**src/hdl/lamp_params.svh**
```systemverilog
/*
 * Constants of the status lamp and overhead-bit block: register offsets,
 * field positions, reset values and timing figures.
 * Assumes it is included by bare name wherever these macros are used.
 */
`ifndef LAMP_PARAMS_SVH
`define LAMP_PARAMS_SVH

// ----------------------------------------------------------------------
// Clock and timing
// ----------------------------------------------------------------------
`define LAMP_CLK_HZ          25000000
`define LAMP_SLOW_FLASH_HZ   1
`define LAMP_FAST_FLASH_HZ   8
`define LAMP_RESYNC_MS       96
// Half period of a flash pattern, in clock cycles
`define LAMP_HALF_CYCLES(hz) (`LAMP_CLK_HZ / (2 * (hz)))
// Hold-off after loss of S/T synchronization, in clock cycles
`define LAMP_RESYNC_CYCLES   ((`LAMP_CLK_HZ / 1000) * `LAMP_RESYNC_MS)

// ----------------------------------------------------------------------
// Register byte offsets
// ----------------------------------------------------------------------
`define LAMP_OFS_CFS         8'h00
`define LAMP_OFS_GCR1        8'h04
`define LAMP_OFS_INT_STATUS  8'h08
`define LAMP_OFS_INT_MASK    8'h0c

// ----------------------------------------------------------------------
// Field positions
// ----------------------------------------------------------------------
`define LAMP_CFS_U_SYNC      0
`define LAMP_CFS_ST_SYNC     1
`define LAMP_CFS_ACTIVE      2
`define LAMP_CFS_UOA         3
`define LAMP_CFS_AIB         6
`define LAMP_GCR1_PS2        0
`define LAMP_GCR1_PS1        1
`define LAMP_GCR1_SAI_LO     6
`define LAMP_GCR1_SAI_HI     7
`define LAMP_INT_AIB_CHG     0
`define LAMP_INT_UOA_CHG     1
`define LAMP_INT_ST_LOST     2
`define LAMP_INT_U_SYNC      3
`define LAMP_INT_BITS        4

// ----------------------------------------------------------------------
// Reset values and the sai force code
// ----------------------------------------------------------------------
`define LAMP_RST_GCR1        8'h03
`define LAMP_RST_AIB         1'b1
`define LAMP_RST_UOA         1'b0
`define LAMP_SAI_FORCE_ONE   2'h1

`endif

```
**src/hdl/lamp_pkg.sv**
```systemverilog
/*
 * Types shared by the status lamp block.
 * Assumes nothing of its surroundings.
 */
package lamp_pkg;

    // ------------------------------------------------------------------
    // Lamp pattern states, one-hot
    // ------------------------------------------------------------------
    typedef enum logic [3:0] {
        LAMP_DARK = 4'h1,  // Nothing happening, lamp off
        LAMP_FAST = 4'h2,  // 8 Hz flashing, U problem or start-up
        LAMP_SLOW = 4'h4,  // 1 Hz flashing, U synchronized
        LAMP_ON   = 4'h8   // Steady on, fully active
    } lamp_state_t;

endpackage : lamp_pkg

```
**src/hdl/flash_divider.sv**
```systemverilog
/*
 * Divides the master clock into a square wave of 50 percent duty.
 * Assumes one clock, asynchronous active-low reset.
 */
`timescale 1ns/10ps

module flash_divider #(
    parameter int HALF_CYCLES = 12500000  // Cycles per half period
) (
    input  wire logic hclk,     // Master clock
    input  wire logic hresetn,  // Asynchronous reset, active low
    output logic      blink     // Square wave
);

    localparam int CW = $clog2(HALF_CYCLES + 1);
    localparam logic [CW-1:0] LAST = CW'(HALF_CYCLES - 1);

    logic [CW-1:0] count;  // Cycles into the current half period

    // ------------------------------------------------------------------
    // Half-period counter and toggle
    // ------------------------------------------------------------------
    // [RL14] equal halves from clock
    always_ff @(posedge hclk or negedge hresetn) begin
        if (!hresetn) begin
            count <= '0;
            blink <= 1'b0;
        end else if (count == LAST) begin
            count <= '0;
            blink <= ~blink;
        end else begin
            count <= count + 1'b1;
        end
    end

    // Toggle exactly at the end of each half period
    a_flash_toggle: assert property (@(posedge hclk) disable iff (!hresetn) // [RL14]
        (count == LAST) |=> (blink != $past(blink)))
        else $error("flash divider missed its toggle");

    a_flash_hold: assert property (@(posedge hclk) disable iff (!hresetn) // [RL14]
        (count != LAST) |=> $stable(blink))
        else $error("flash divider toggled early");

endmodule : flash_divider

```
**src/hdl/nt_status_lamp.sv**
```systemverilog
/*
 * Status lamp and U overhead-bit logic of the network termination, with
 * an AHB-Lite register slave and a level interrupt.
 * Assumes: inputs synchronous to hclk; rx_bits_valid pulses once per
 * received overhead set; single AHB-Lite master, word transfers only.
 */
// Our own choices: the AHB-Lite slave port and the address map.
// Function
// [RL1] Wait 96 ms after S/T sync loss
// [RL2] S/T sync toggles lamp 1 Hz/steady on
// [RL3] U start-up attempt gives 8 Hz flashing
// [RL4] 8 Hz flashing marks U-side trouble
// [RL5] U synchronized gives 1 Hz flashing
// [RL6] Full activation drives lamp steady low
// [RL7] aib zero keeps 8 Hz flashing
// [RL8] Received aib readable at status bit 6
// [RL9] Default sai follows S/T activity
// [RL10] Control 0,1 forces sai to one
// [RL11] Send ps1, ps2 as configured
// [RL12] uoa zero keeps S/T silent
// [RL13] Received uoa readable at status bit 3
// [RL14] Flash rates divided, 50 percent duty
// [RL15] Pattern chosen each cycle, gated steady-on
`timescale 1ns/10ps
`include "lamp_params.svh"

module nt_status_lamp #(
    parameter int SLOW_HALF = `LAMP_HALF_CYCLES(`LAMP_SLOW_FLASH_HZ),  // 1 Hz half
    parameter int FAST_HALF = `LAMP_HALF_CYCLES(`LAMP_FAST_FLASH_HZ),  // 8 Hz half
    parameter int RESYNC    = `LAMP_RESYNC_CYCLES                      // 96 ms
) (
    input  wire logic        hclk,             // Master clock, 25 MHz
    input  wire logic        hresetn,          // Asynchronous reset, active low
    input  wire logic        hsel,             // Slave select
    input  wire logic [31:0] haddr,            // Byte address
    input  wire logic [1:0]  htrans,           // Transfer type
    input  wire logic        hwrite,           // Write when high
    input  wire logic [2:0]  hsize,            // Transfer size, word only
    input  wire logic [31:0] hwdata,           // Write data
    input  wire logic        hready,           // Bus ready
    output logic             hreadyout,        // Slave ready
    output logic [31:0]      hrdata,           // Read data
    output logic             hresp,            // Response, always OKAY
    input  wire logic        u_startup_seen,   // Start-up attempt on U
    input  wire logic        u_synced,         // U-interface synchronized
    input  wire logic        u_fully_active,   // Link active end to end
    input  wire logic        st_sync_detect,   // S/T framing found
    input  wire logic        rx_bits_valid,    // Pulse, new overhead bits
    input  wire logic        rx_aib,           // Received alarm indication
    input  wire logic        rx_uoa,           // Received U-only activation
    output logic             st_status_lamp_n, // Lamp, low is on
    output logic             st_synced,        // S/T synchronized
    output logic             st_info_enable,   // S/T may send INFO 1/2
    output logic             tx_sai,           // Upstream S/T activity
    output logic             tx_ps1,           // Upstream power status 1
    output logic             tx_ps2,           // Upstream power status 2
    output logic             irq               // Interrupt, active high
);
    import lamp_pkg::*;

    // ------------------------------------------------------------------
    // Declarations
    // ------------------------------------------------------------------
    logic        blink_slow;        // 1 Hz square wave
    logic        blink_fast;        // 8 Hz square wave
    logic        holdoff_busy;      // Resync hold-off running
    logic        st_lost;           // Pulse, S/T sync just lost
    logic        aib;               // Latest received aib
    logic        uoa;               // Latest received uoa
    logic        u_synced_q;        // U sync, one cycle late
    logic [7:0]  general_control_reg_one;  // sai control and power bits
    logic [`LAMP_INT_BITS-1:0] int_status; // Sticky events
    logic [`LAMP_INT_BITS-1:0] int_mask;   // Interrupt enables
    logic [`LAMP_INT_BITS-1:0] int_set;    // Events this cycle
    logic [`LAMP_INT_BITS-1:0] int_clr;    // Write-one-to-clear bits
    logic [7:0]  control_flow_status_reg;  // Readable state
    logic        wr_pend;           // Write in data phase
    logic [7:0]  wr_addr;           // Address of pending write
    logic        addr_ok;           // Address phase accepted
    lamp_state_t state;             // Current lamp pattern
    lamp_state_t next_state;        // Pattern for next cycle

    // ------------------------------------------------------------------
    // Flash pattern sources
    // ------------------------------------------------------------------
    flash_divider #(
        .HALF_CYCLES (SLOW_HALF)
    ) u_slow (
        .hclk    (hclk),
        .hresetn (hresetn),
        .blink   (blink_slow)
    );

    flash_divider #(
        .HALF_CYCLES (FAST_HALF)
    ) u_fast (
        .hclk    (hclk),
        .hresetn (hresetn),
        .blink   (blink_fast)
    );

    // ------------------------------------------------------------------
    // S/T synchronization with resync hold-off
    // ------------------------------------------------------------------
    // Loss seen while synchronized starts the hold-off
    assign st_lost = st_synced && !st_sync_detect;

    resync_timer #(
        .CYCLES (RESYNC)
    ) u_resync (
        .hclk    (hclk),
        .hresetn (hresetn),
        .start   (st_lost),
        .busy    (holdoff_busy)
    );

    // [RL1] no reacquire during hold-off
    always_ff @(posedge hclk or negedge hresetn) begin
        if (!hresetn) begin
            st_synced <= 1'b0;
        end else if (st_lost) begin
            st_synced <= 1'b0;
        end else if (st_sync_detect && !holdoff_busy && !st_lost) begin
            st_synced <= 1'b1;
        end
    end

    // ------------------------------------------------------------------
    // Received overhead bits
    // ------------------------------------------------------------------
    // [RL8] latch received aib
    always_ff @(posedge hclk or negedge hresetn) begin
        if (!hresetn) begin
            aib <= `LAMP_RST_AIB;
        end else if (rx_bits_valid) begin
            aib <= rx_aib;
        end
    end

    // [RL13] latch received uoa
    always_ff @(posedge hclk or negedge hresetn) begin
        if (!hresetn) begin
            uoa <= `LAMP_RST_UOA;
        end else if (rx_bits_valid) begin
            uoa <= rx_uoa;
        end
    end

    // [RL12] S/T quiet while uoa low
    always_ff @(posedge hclk or negedge hresetn) begin
        if (!hresetn) begin
            st_info_enable <= 1'b0;
        end else begin
            st_info_enable <= u_synced && uoa;
        end
    end

    // ------------------------------------------------------------------
    // Upstream overhead bits
    // ------------------------------------------------------------------
    // [RL9] [RL10] sai follow or force
    always_ff @(posedge hclk or negedge hresetn) begin
        if (!hresetn) begin
            tx_sai <= 1'b0;
        end else if (general_control_reg_one[`LAMP_GCR1_SAI_HI:`LAMP_GCR1_SAI_LO]
                     == `LAMP_SAI_FORCE_ONE) begin
            tx_sai <= 1'b1;
        end else begin
            tx_sai <= st_synced;
        end
    end

    // [RL11] power status as set
    assign tx_ps1 = general_control_reg_one[`LAMP_GCR1_PS1];
    assign tx_ps2 = general_control_reg_one[`LAMP_GCR1_PS2];

    // ------------------------------------------------------------------
    // Lamp pattern selection
    // ------------------------------------------------------------------
    // [RL15] next pattern from inputs each cycle
    always_comb begin
        if (u_fully_active && !aib) begin
            // [RL7] alarm keeps fast flash
            next_state = LAMP_FAST;
        end else if (u_fully_active && st_synced) begin
            // [RL6] steady on when active
            next_state = LAMP_ON;
        end else if (u_synced) begin
            // [RL5] [RL2] U synced, slow flash
            next_state = LAMP_SLOW;
        end else if (u_startup_seen) begin
            // [RL3] [RL4] start-up fast flash
            next_state = LAMP_FAST;
        end else begin
            next_state = LAMP_DARK;
        end
    end

    // State register
    always_ff @(posedge hclk or negedge hresetn) begin
        if (!hresetn) begin
            state <= LAMP_DARK;
        end else begin
            state <= next_state;
        end
    end

    // Lamp driver, low means lit
    always_ff @(posedge hclk or negedge hresetn) begin
        if (!hresetn) begin
            st_status_lamp_n <= 1'b1;
        end else begin
            case (state)
                LAMP_ON:   st_status_lamp_n <= 1'b0;
                LAMP_SLOW: st_status_lamp_n <= ~blink_slow;
                LAMP_FAST: st_status_lamp_n <= ~blink_fast;
                LAMP_DARK: st_status_lamp_n <= 1'b1;
                default:   st_status_lamp_n <= 1'b1;
            endcase
        end
    end

    // ------------------------------------------------------------------
    // Interrupt events
    // ------------------------------------------------------------------
    // U sync history for the rising-edge event
    always_ff @(posedge hclk or negedge hresetn) begin
        if (!hresetn) begin
            u_synced_q <= 1'b0;
        end else begin
            u_synced_q <= u_synced;
        end
    end

    assign int_set[`LAMP_INT_AIB_CHG] = rx_bits_valid && (rx_aib != aib);
    assign int_set[`LAMP_INT_UOA_CHG] = rx_bits_valid && (rx_uoa != uoa);
    assign int_set[`LAMP_INT_ST_LOST] = st_lost;
    assign int_set[`LAMP_INT_U_SYNC]  = u_synced && !u_synced_q;

    // Clear bits from a write to the status register
    assign int_clr = (wr_pend && wr_addr == `LAMP_OFS_INT_STATUS) ?
                     hwdata[`LAMP_INT_BITS-1:0] : '0;

    // Sticky status, a new event wins over a clear
    always_ff @(posedge hclk or negedge hresetn) begin
        if (!hresetn) begin
            int_status <= '0;
        end else begin
            int_status <= (int_status & ~int_clr) | int_set;
        end
    end

    assign irq = |(int_status & int_mask);

    // ------------------------------------------------------------------
    // AHB-Lite slave, zero wait states
    // ------------------------------------------------------------------
    assign hreadyout = 1'b1;
    assign hresp     = 1'b0;
    assign addr_ok   = hsel && htrans[1] && hready;

    assign control_flow_status_reg = {1'b0, aib, 2'b00, uoa, u_fully_active,
                                      st_synced, u_synced};

    // Capture write address phase
    always_ff @(posedge hclk or negedge hresetn) begin
        if (!hresetn) begin
            wr_pend <= 1'b0;
            wr_addr <= 8'h00;
        end else begin
            wr_pend <= addr_ok && hwrite;
            wr_addr <= haddr[7:0];
        end
    end

    // Read data registered at address phase, unmapped reads zero
    always_ff @(posedge hclk or negedge hresetn) begin
        if (!hresetn) begin
            hrdata <= 32'h0;
        end else if (addr_ok && !hwrite) begin
            case (haddr[7:0])
                `LAMP_OFS_CFS:        hrdata <= {24'h0, control_flow_status_reg};
                `LAMP_OFS_GCR1:       hrdata <= {24'h0, general_control_reg_one};
                `LAMP_OFS_INT_STATUS: hrdata <= {28'h0, int_status};
                `LAMP_OFS_INT_MASK:   hrdata <= {28'h0, int_mask};
                default:              hrdata <= 32'h0;
            endcase
        end
    end

    // General control register write
    always_ff @(posedge hclk or negedge hresetn) begin
        if (!hresetn) begin
            general_control_reg_one <= `LAMP_RST_GCR1;
        end else if (wr_pend && wr_addr == `LAMP_OFS_GCR1) begin
            general_control_reg_one <= hwdata[7:0];
        end
    end

    // Interrupt mask write
    always_ff @(posedge hclk or negedge hresetn) begin
        if (!hresetn) begin
            int_mask <= '0;
        end else if (wr_pend && wr_addr == `LAMP_OFS_INT_MASK) begin
            int_mask <= hwdata[`LAMP_INT_BITS-1:0];
        end
    end

    // ------------------------------------------------------------------
    // Assertions
    // ------------------------------------------------------------------
    a_holdoff_quiet: assert property (@(posedge hclk) disable iff (!hresetn) // [RL1]
        st_lost |=> (!st_synced)[*8])
        else $error("S/T sync reacquired inside hold-off");

    a_lamp_steady: assert property (@(posedge hclk) disable iff (!hresetn) // [RL6]
        (state == LAMP_ON) |=> !st_status_lamp_n)
        else $error("lamp not lit in active state");

    a_slow_follow: assert property (@(posedge hclk) disable iff (!hresetn) // [RL2]
        (state == LAMP_SLOW) |=> (st_status_lamp_n == !$past(blink_slow)))
        else $error("lamp not on slow pattern");

    a_fast_follow: assert property (@(posedge hclk) disable iff (!hresetn) // [RL3]
        (state == LAMP_FAST) |=> (st_status_lamp_n == !$past(blink_fast)))
        else $error("lamp not on fast pattern");

    a_alarm_blocks: assert property (@(posedge hclk) disable iff (!hresetn) // [RL7]
        (u_fully_active && !aib) |=> (state == LAMP_FAST))
        else $error("alarm did not force fast flashing");

    a_on_gated: assert property (@(posedge hclk) disable iff (!hresetn) // [RL15]
        (state == LAMP_ON) |-> $past(aib && st_synced && u_fully_active))
        else $error("steady on without its conditions");

    a_u_sync_slow: assert property (@(posedge hclk) disable iff (!hresetn) // [RL5]
        (u_synced && !u_fully_active) |=> (state == LAMP_SLOW))
        else $error("U sync did not give slow flashing");

    a_aib_latch: assert property (@(posedge hclk) disable iff (!hresetn) // [RL8]
        rx_bits_valid |=> (control_flow_status_reg[`LAMP_CFS_AIB] == $past(rx_aib)))
        else $error("aib status bit not updated");

    a_uoa_latch: assert property (@(posedge hclk) disable iff (!hresetn) // [RL13]
        rx_bits_valid |=> (control_flow_status_reg[`LAMP_CFS_UOA] == $past(rx_uoa)))
        else $error("uoa status bit not updated");

    a_uoa_quiet: assert property (@(posedge hclk) disable iff (!hresetn) // [RL12]
        !uoa |=> !st_info_enable)
        else $error("S/T enabled while uoa is zero");

    a_sai_forced: assert property (@(posedge hclk) disable iff (!hresetn) // [RL10]
        (general_control_reg_one[7:6] == 2'h1) |=> tx_sai)
        else $error("sai not forced to one");

    a_sai_follow: assert property (@(posedge hclk) disable iff (!hresetn) // [RL9]
        (general_control_reg_one[7:6] == 2'h0) |=> (tx_sai == $past(st_synced)))
        else $error("sai does not follow S/T activity");

    a_ps_bits: assert property (@(posedge hclk) disable iff (!hresetn) // [RL11]
        (wr_pend && wr_addr == `LAMP_OFS_GCR1) |=> (tx_ps1 == $past(hwdata[1])
                                                    && tx_ps2 == $past(hwdata[0])))
        else $error("power status bits not as written");

endmodule : nt_status_lamp

```
**src/hdl/resync_timer.sv**
```systemverilog
/*
 * One-shot hold-off timer: busy for a fixed count after a start pulse.
 * Assumes one clock, asynchronous active-low reset.
 */
`timescale 1ns/10ps

module resync_timer #(
    parameter int CYCLES = 2400000  // Hold-off length in cycles
) (
    input  wire logic hclk,     // Master clock
    input  wire logic hresetn,  // Asynchronous reset, active low
    input  wire logic start,    // Pulse, starts or restarts the hold-off
    output logic      busy      // High while hold-off runs
);

    localparam int CW = $clog2(CYCLES + 1);
    localparam logic [CW-1:0] LOAD = CW'(CYCLES);

    logic [CW-1:0] remain;  // Cycles left

    // ------------------------------------------------------------------
    // Down counter
    // ------------------------------------------------------------------
    // [RL1] resync hold-off count
    always_ff @(posedge hclk or negedge hresetn) begin
        if (!hresetn) begin
            remain <= '0;
        end else if (start) begin
            remain <= LOAD;
        end else if (remain != '0) begin
            remain <= remain - 1'b1;
        end
    end

    assign busy = (remain != '0);

    a_timer_start: assert property (@(posedge hclk) disable iff (!hresetn) // [RL1]
        start |=> (busy && remain == LOAD))
        else $error("hold-off timer did not load");

endmodule : resync_timer

```
**config.mk**
```make
export PLATFORM = sky130hd
export DESIGN_NAME = nt_status_lamp
export DESIGN_NICKNAME = d
export VERILOG_FILES = /design/src/hdl/lamp_pkg.sv /design/src/hdl/flash_divider.sv /design/src/hdl/nt_status_lamp.sv /design/src/hdl/resync_timer.sv
export VERILOG_INCLUDE_DIRS = /design/src /design/src/hdl
export SDC_FILE = /design/constraint.sdc
export NUM_CORES = 1
export LEC_CHECK = 0
export ABC_AREA = 1
export BUFFER_PORTS_ARGS = -buffer_cell sky130_fd_sc_hd__buf_2
export CAP_MARGIN = 20
export CORE_MARGIN = 2
export CORE_UTILIZATION = 56
export DETAILED_ROUTE_END_ITERATION = 6
export PLACE_DENSITY = 0.82
export SYNTH_ARGS = -nofsm -noshare
export SYNTH_HDL_FRONTEND = slang
export SYNTH_HIERARCHICAL = 1
export SYNTH_SLANG_ARGS = --single-unit
```
**constraint.sdc**
```tcl
create_clock -name hclk -period 1.9 [get_ports hclk]
set_input_delay 0.095 -clock hclk [delete_from_list [all_inputs] [get_ports hclk]]
set_output_delay 0.095 -clock hclk [all_outputs]
set_load 0.05 [all_outputs]
```
==> results.toml <==
[outcome]
status = "complete, no violations"

[global_route]
met1_usage = 0.337
top_usage_layer = "met2"
antenna_found_initial = 0
gr-usage-met3 = 0.0735
grt_pass1_vias = 5263
track_usage = 0.261
grt_pass1_wl_um = 24100
grt_max_degree = 46
use_met2 = 0.421
grt-ovfl-total = 0

[synth]
ys_warn_count = 6
synthCells = 832
yosysUniqueCellTypes = 35
yosys-top-cells-area = "dfrtp_1 43%, nand2_1 12%, nor2_1 9.0%"
synthArstFlopShare = 1.00
syn_area_um2 = 6250
yosysMostFrequentCell = "nand2_1"
synth.avg_cell_area_um2 = 7.52
synth_top_area_share = 0.432
ys_ff_latch = 113
synth_common_cells = "207 x nand2_1, 150 x nor2_1, 108 x dfrtp_1"
synth_edf_count = 0
yosysTopAreaCell = "dfrtp_1"
synth-seq-area-share = 0.453
synth-main-ff-cell = "dfrtp_1"

[worst_setup_path]
path_buf_inv = 3
cp_slowest_cell = "dlygate4sd3_1"
path_depth = 5
cp-end-kind = "register"
cpMostUsedCell = "inv_1"
required_ps = 2360
path_delay_family = "buffers and inverters"
slowest_delay_ps = 650
path_cells = "inv_1 > nand2_1 > inv_1 > nor4_1 > dlygate4sd3_1"
path_max_fanout = 4
arrival_ps = 2310
reg2regPathDepth = 5
path_class = "reg -> reg"
crit_path_start_kind = "register"

[route]
first_pass_iters = 5
drc_errors = 0
vias_per_cell = 5.13
wirelength_um = 14300
drtIter0Drc = 439
antenna_left = 0
wl_per_cell_um = 13.4
num_vias = 5508

[pwr]
p_per_area_nw_per_um2 = 873
p_leak_nw = 3.71
p_total_mw = 6.51
ir_drop_v = 0.000865

[cts]
numCtsBuffers = 17
cts_sinks = 113
htreeDepth = 4
cts_buffer_depth = 2
cts_tree = "yes"
cts_root_buf = "clkbuf_8"
insertion_delay_ps = 520
clk_pin_slew_ps = 60

[timing]
min_period_ps = 1860
tns_ps = 0
rsz0062_at_grt = "no"
worst_slack_ps = 45.0
setup_violations = 0
fin_crit_sh = 0.976
hold_viol_final = 0
fin_worst_skew_ps = 6.39
worstMarginPinSlew_ps = 496
maxSlewHeadroom = 0.667
fmaxAchievable_ghz = 0.539
slew_violations = 0

[placement]
place_congestion = 0.917
portBuffers = 43
pre_cts_ws_ps = 76.8
dp_hpwl_um = 9650

[floorplanning]
ioPinCount = 122
die-area_um2 = 12000
rows = 38
die_h_um = 110
core_um2 = 10900
dieWidth_um = 110
start_util = 0.574

[finish]
drive_gt1_frac = 0.150
nNetsFinal = 1004
area_delta_synth_final_pct = 19.2
antenna_cells = 0

[job]
cap_violations = 0

[min_path]
hold_path.class = "in -> async"
placed cells by master (no fill, tap or decap), drive strengths merged:
| cell type | netlist | final |
|---|---|---|
| dlygate4sd3 | 0 | 28 |
| a21o | 1 | 1 |
| mux2 | 1 | 1 |
| clkinvlp | 0 | 2 |
| a22o | 3 | 3 |
| a21oi | 22 | 22 |
| xnor2 | 2 | 2 |
| nand3 | 72 | 72 |
| inv | 96 | 98 |
| clkbuf | 0 | 21 |
| nand3b | 2 | 2 |
| nor3 | 6 | 6 |
| nand2 | 221 | 221 |
| buf | 33 | 50 |
| or2 | 5 | 5 |
| and2 | 4 | 4 |
| nor4 | 2 | 2 |
| o21bai | 2 | 2 |
| nand4 | 22 | 22 |
| nor2 | 176 | 176 |
| ha | 3 | 3 |
| xor2 | 19 | 19 |
| conb | 2 | 26 |
| clkinv | 0 | 4 |
| dfstp | 5 | 5 |
| o21ai | 24 | 24 |
| dfrtp | 108 | 108 |
| a21boi | 1 | 1 |
| bufinv | 0 | 3 |
where the power goes:
group | leakage, nW | total (mW) | switching, mW | internal (mW)
Clock | 0.289 | 3.22 | 1.14 | 2.08
Combinational | 2.04 | 0.631 | 0.409 | 0.222
Sequential | 1.37 | 2.65 | 0.120 | 2.53
Total | 3.71 | 6.51 | 1.67 | 4.83
final timing paths:
path	startpoint	end	slack [ps]
min in group hclk	hready	hrdata[2]	210
worst max-delay path	aib	state[0]	40
worst min register to register	u_slow/count[0]	u_slow/count[0]	460
max in group asynchronous	hresetn	general_control_reg_one[1]	1170
worst min-delay path	hresetn	u_resync/remain[1]	70
worst max register to register	aib	state[0]	40
area by class of cell:
type	instances	area, µm²
clock buffer	21	449
clock inverter	11	154
multi-input combinational	614	2910
tap	140	175
sequential	113	2830
timing repair buffer	78	576
fill	880	3430
inverter	96	360
state kept, by name, indices dropped and copies added (netlist names):
signal and count:
aib 1, general_control_reg_one 8, hrdata 8, int_mask 4, int_status 4, st_info_enable 1
st_status_lamp_n 1, st_synced 1, state 4, tx_sai 1, u_fast/blink 1, u_fast/count 21
u_resync/remain 22, u_slow/blink 1, u_slow/count 24, u_synced_q 1, uoa 1, wr_addr 8
wr_pend 1
routing by layer:
| metal | wire [µm] | part of all wire |
|---|---|---|
| met1 | 6240 | 0.44 |
| met2 | 6890 | 0.48 |
| met3 | 768 | 0.054 |
| met4 | 446 | 0.031 |
| met5 | 0 | 0 |
cell families after synthesis:
| logic type | synth area share |
|---|---|
| XOR/XNOR | 0.0294 |
| buffers and inverters | 0.0964 |
| AO/OA/AOI/OAI | 0.0476 |
| flip-flops | 0.453 |
| adder cells (fa/ha/maj) | 0.00600 |
| AND/OR/NAND/NOR | 0.364 |
| multiplexers | 0.00180 |
| other | 0.00120 |
through the flow:
| stage | hold slack (ps) | instances | utilization | area [µm²] |
|---|---|---|---|---|
| after CTS | 78.7 | 1073 | 0.685 | 7450 |
| after floorplan | -201 | 856 | - | 6340 |
| after global routing | 107 | 1073 | 0.685 | 7460 |
| after detailed placement | 83.5 | 1013 | 0.604 | 6570 |
| final | 66.8 | 1073 | 0.685 | 7460 |
| after global placement | 80.9 | 1013 | 0.604 | 6570 |
timing repair:
| item | CTS | global route |
|---|---|---|
| endpoints found under the hold margin | 144 | 0 |
| resized for setup | 0 | 1 |
| setup endpoints to repair | 0 | 14 |
| buffers inserted | 0 | 0 |
| hold buffers | 28 | 0 |
Power figures use the tool's default switching activity.
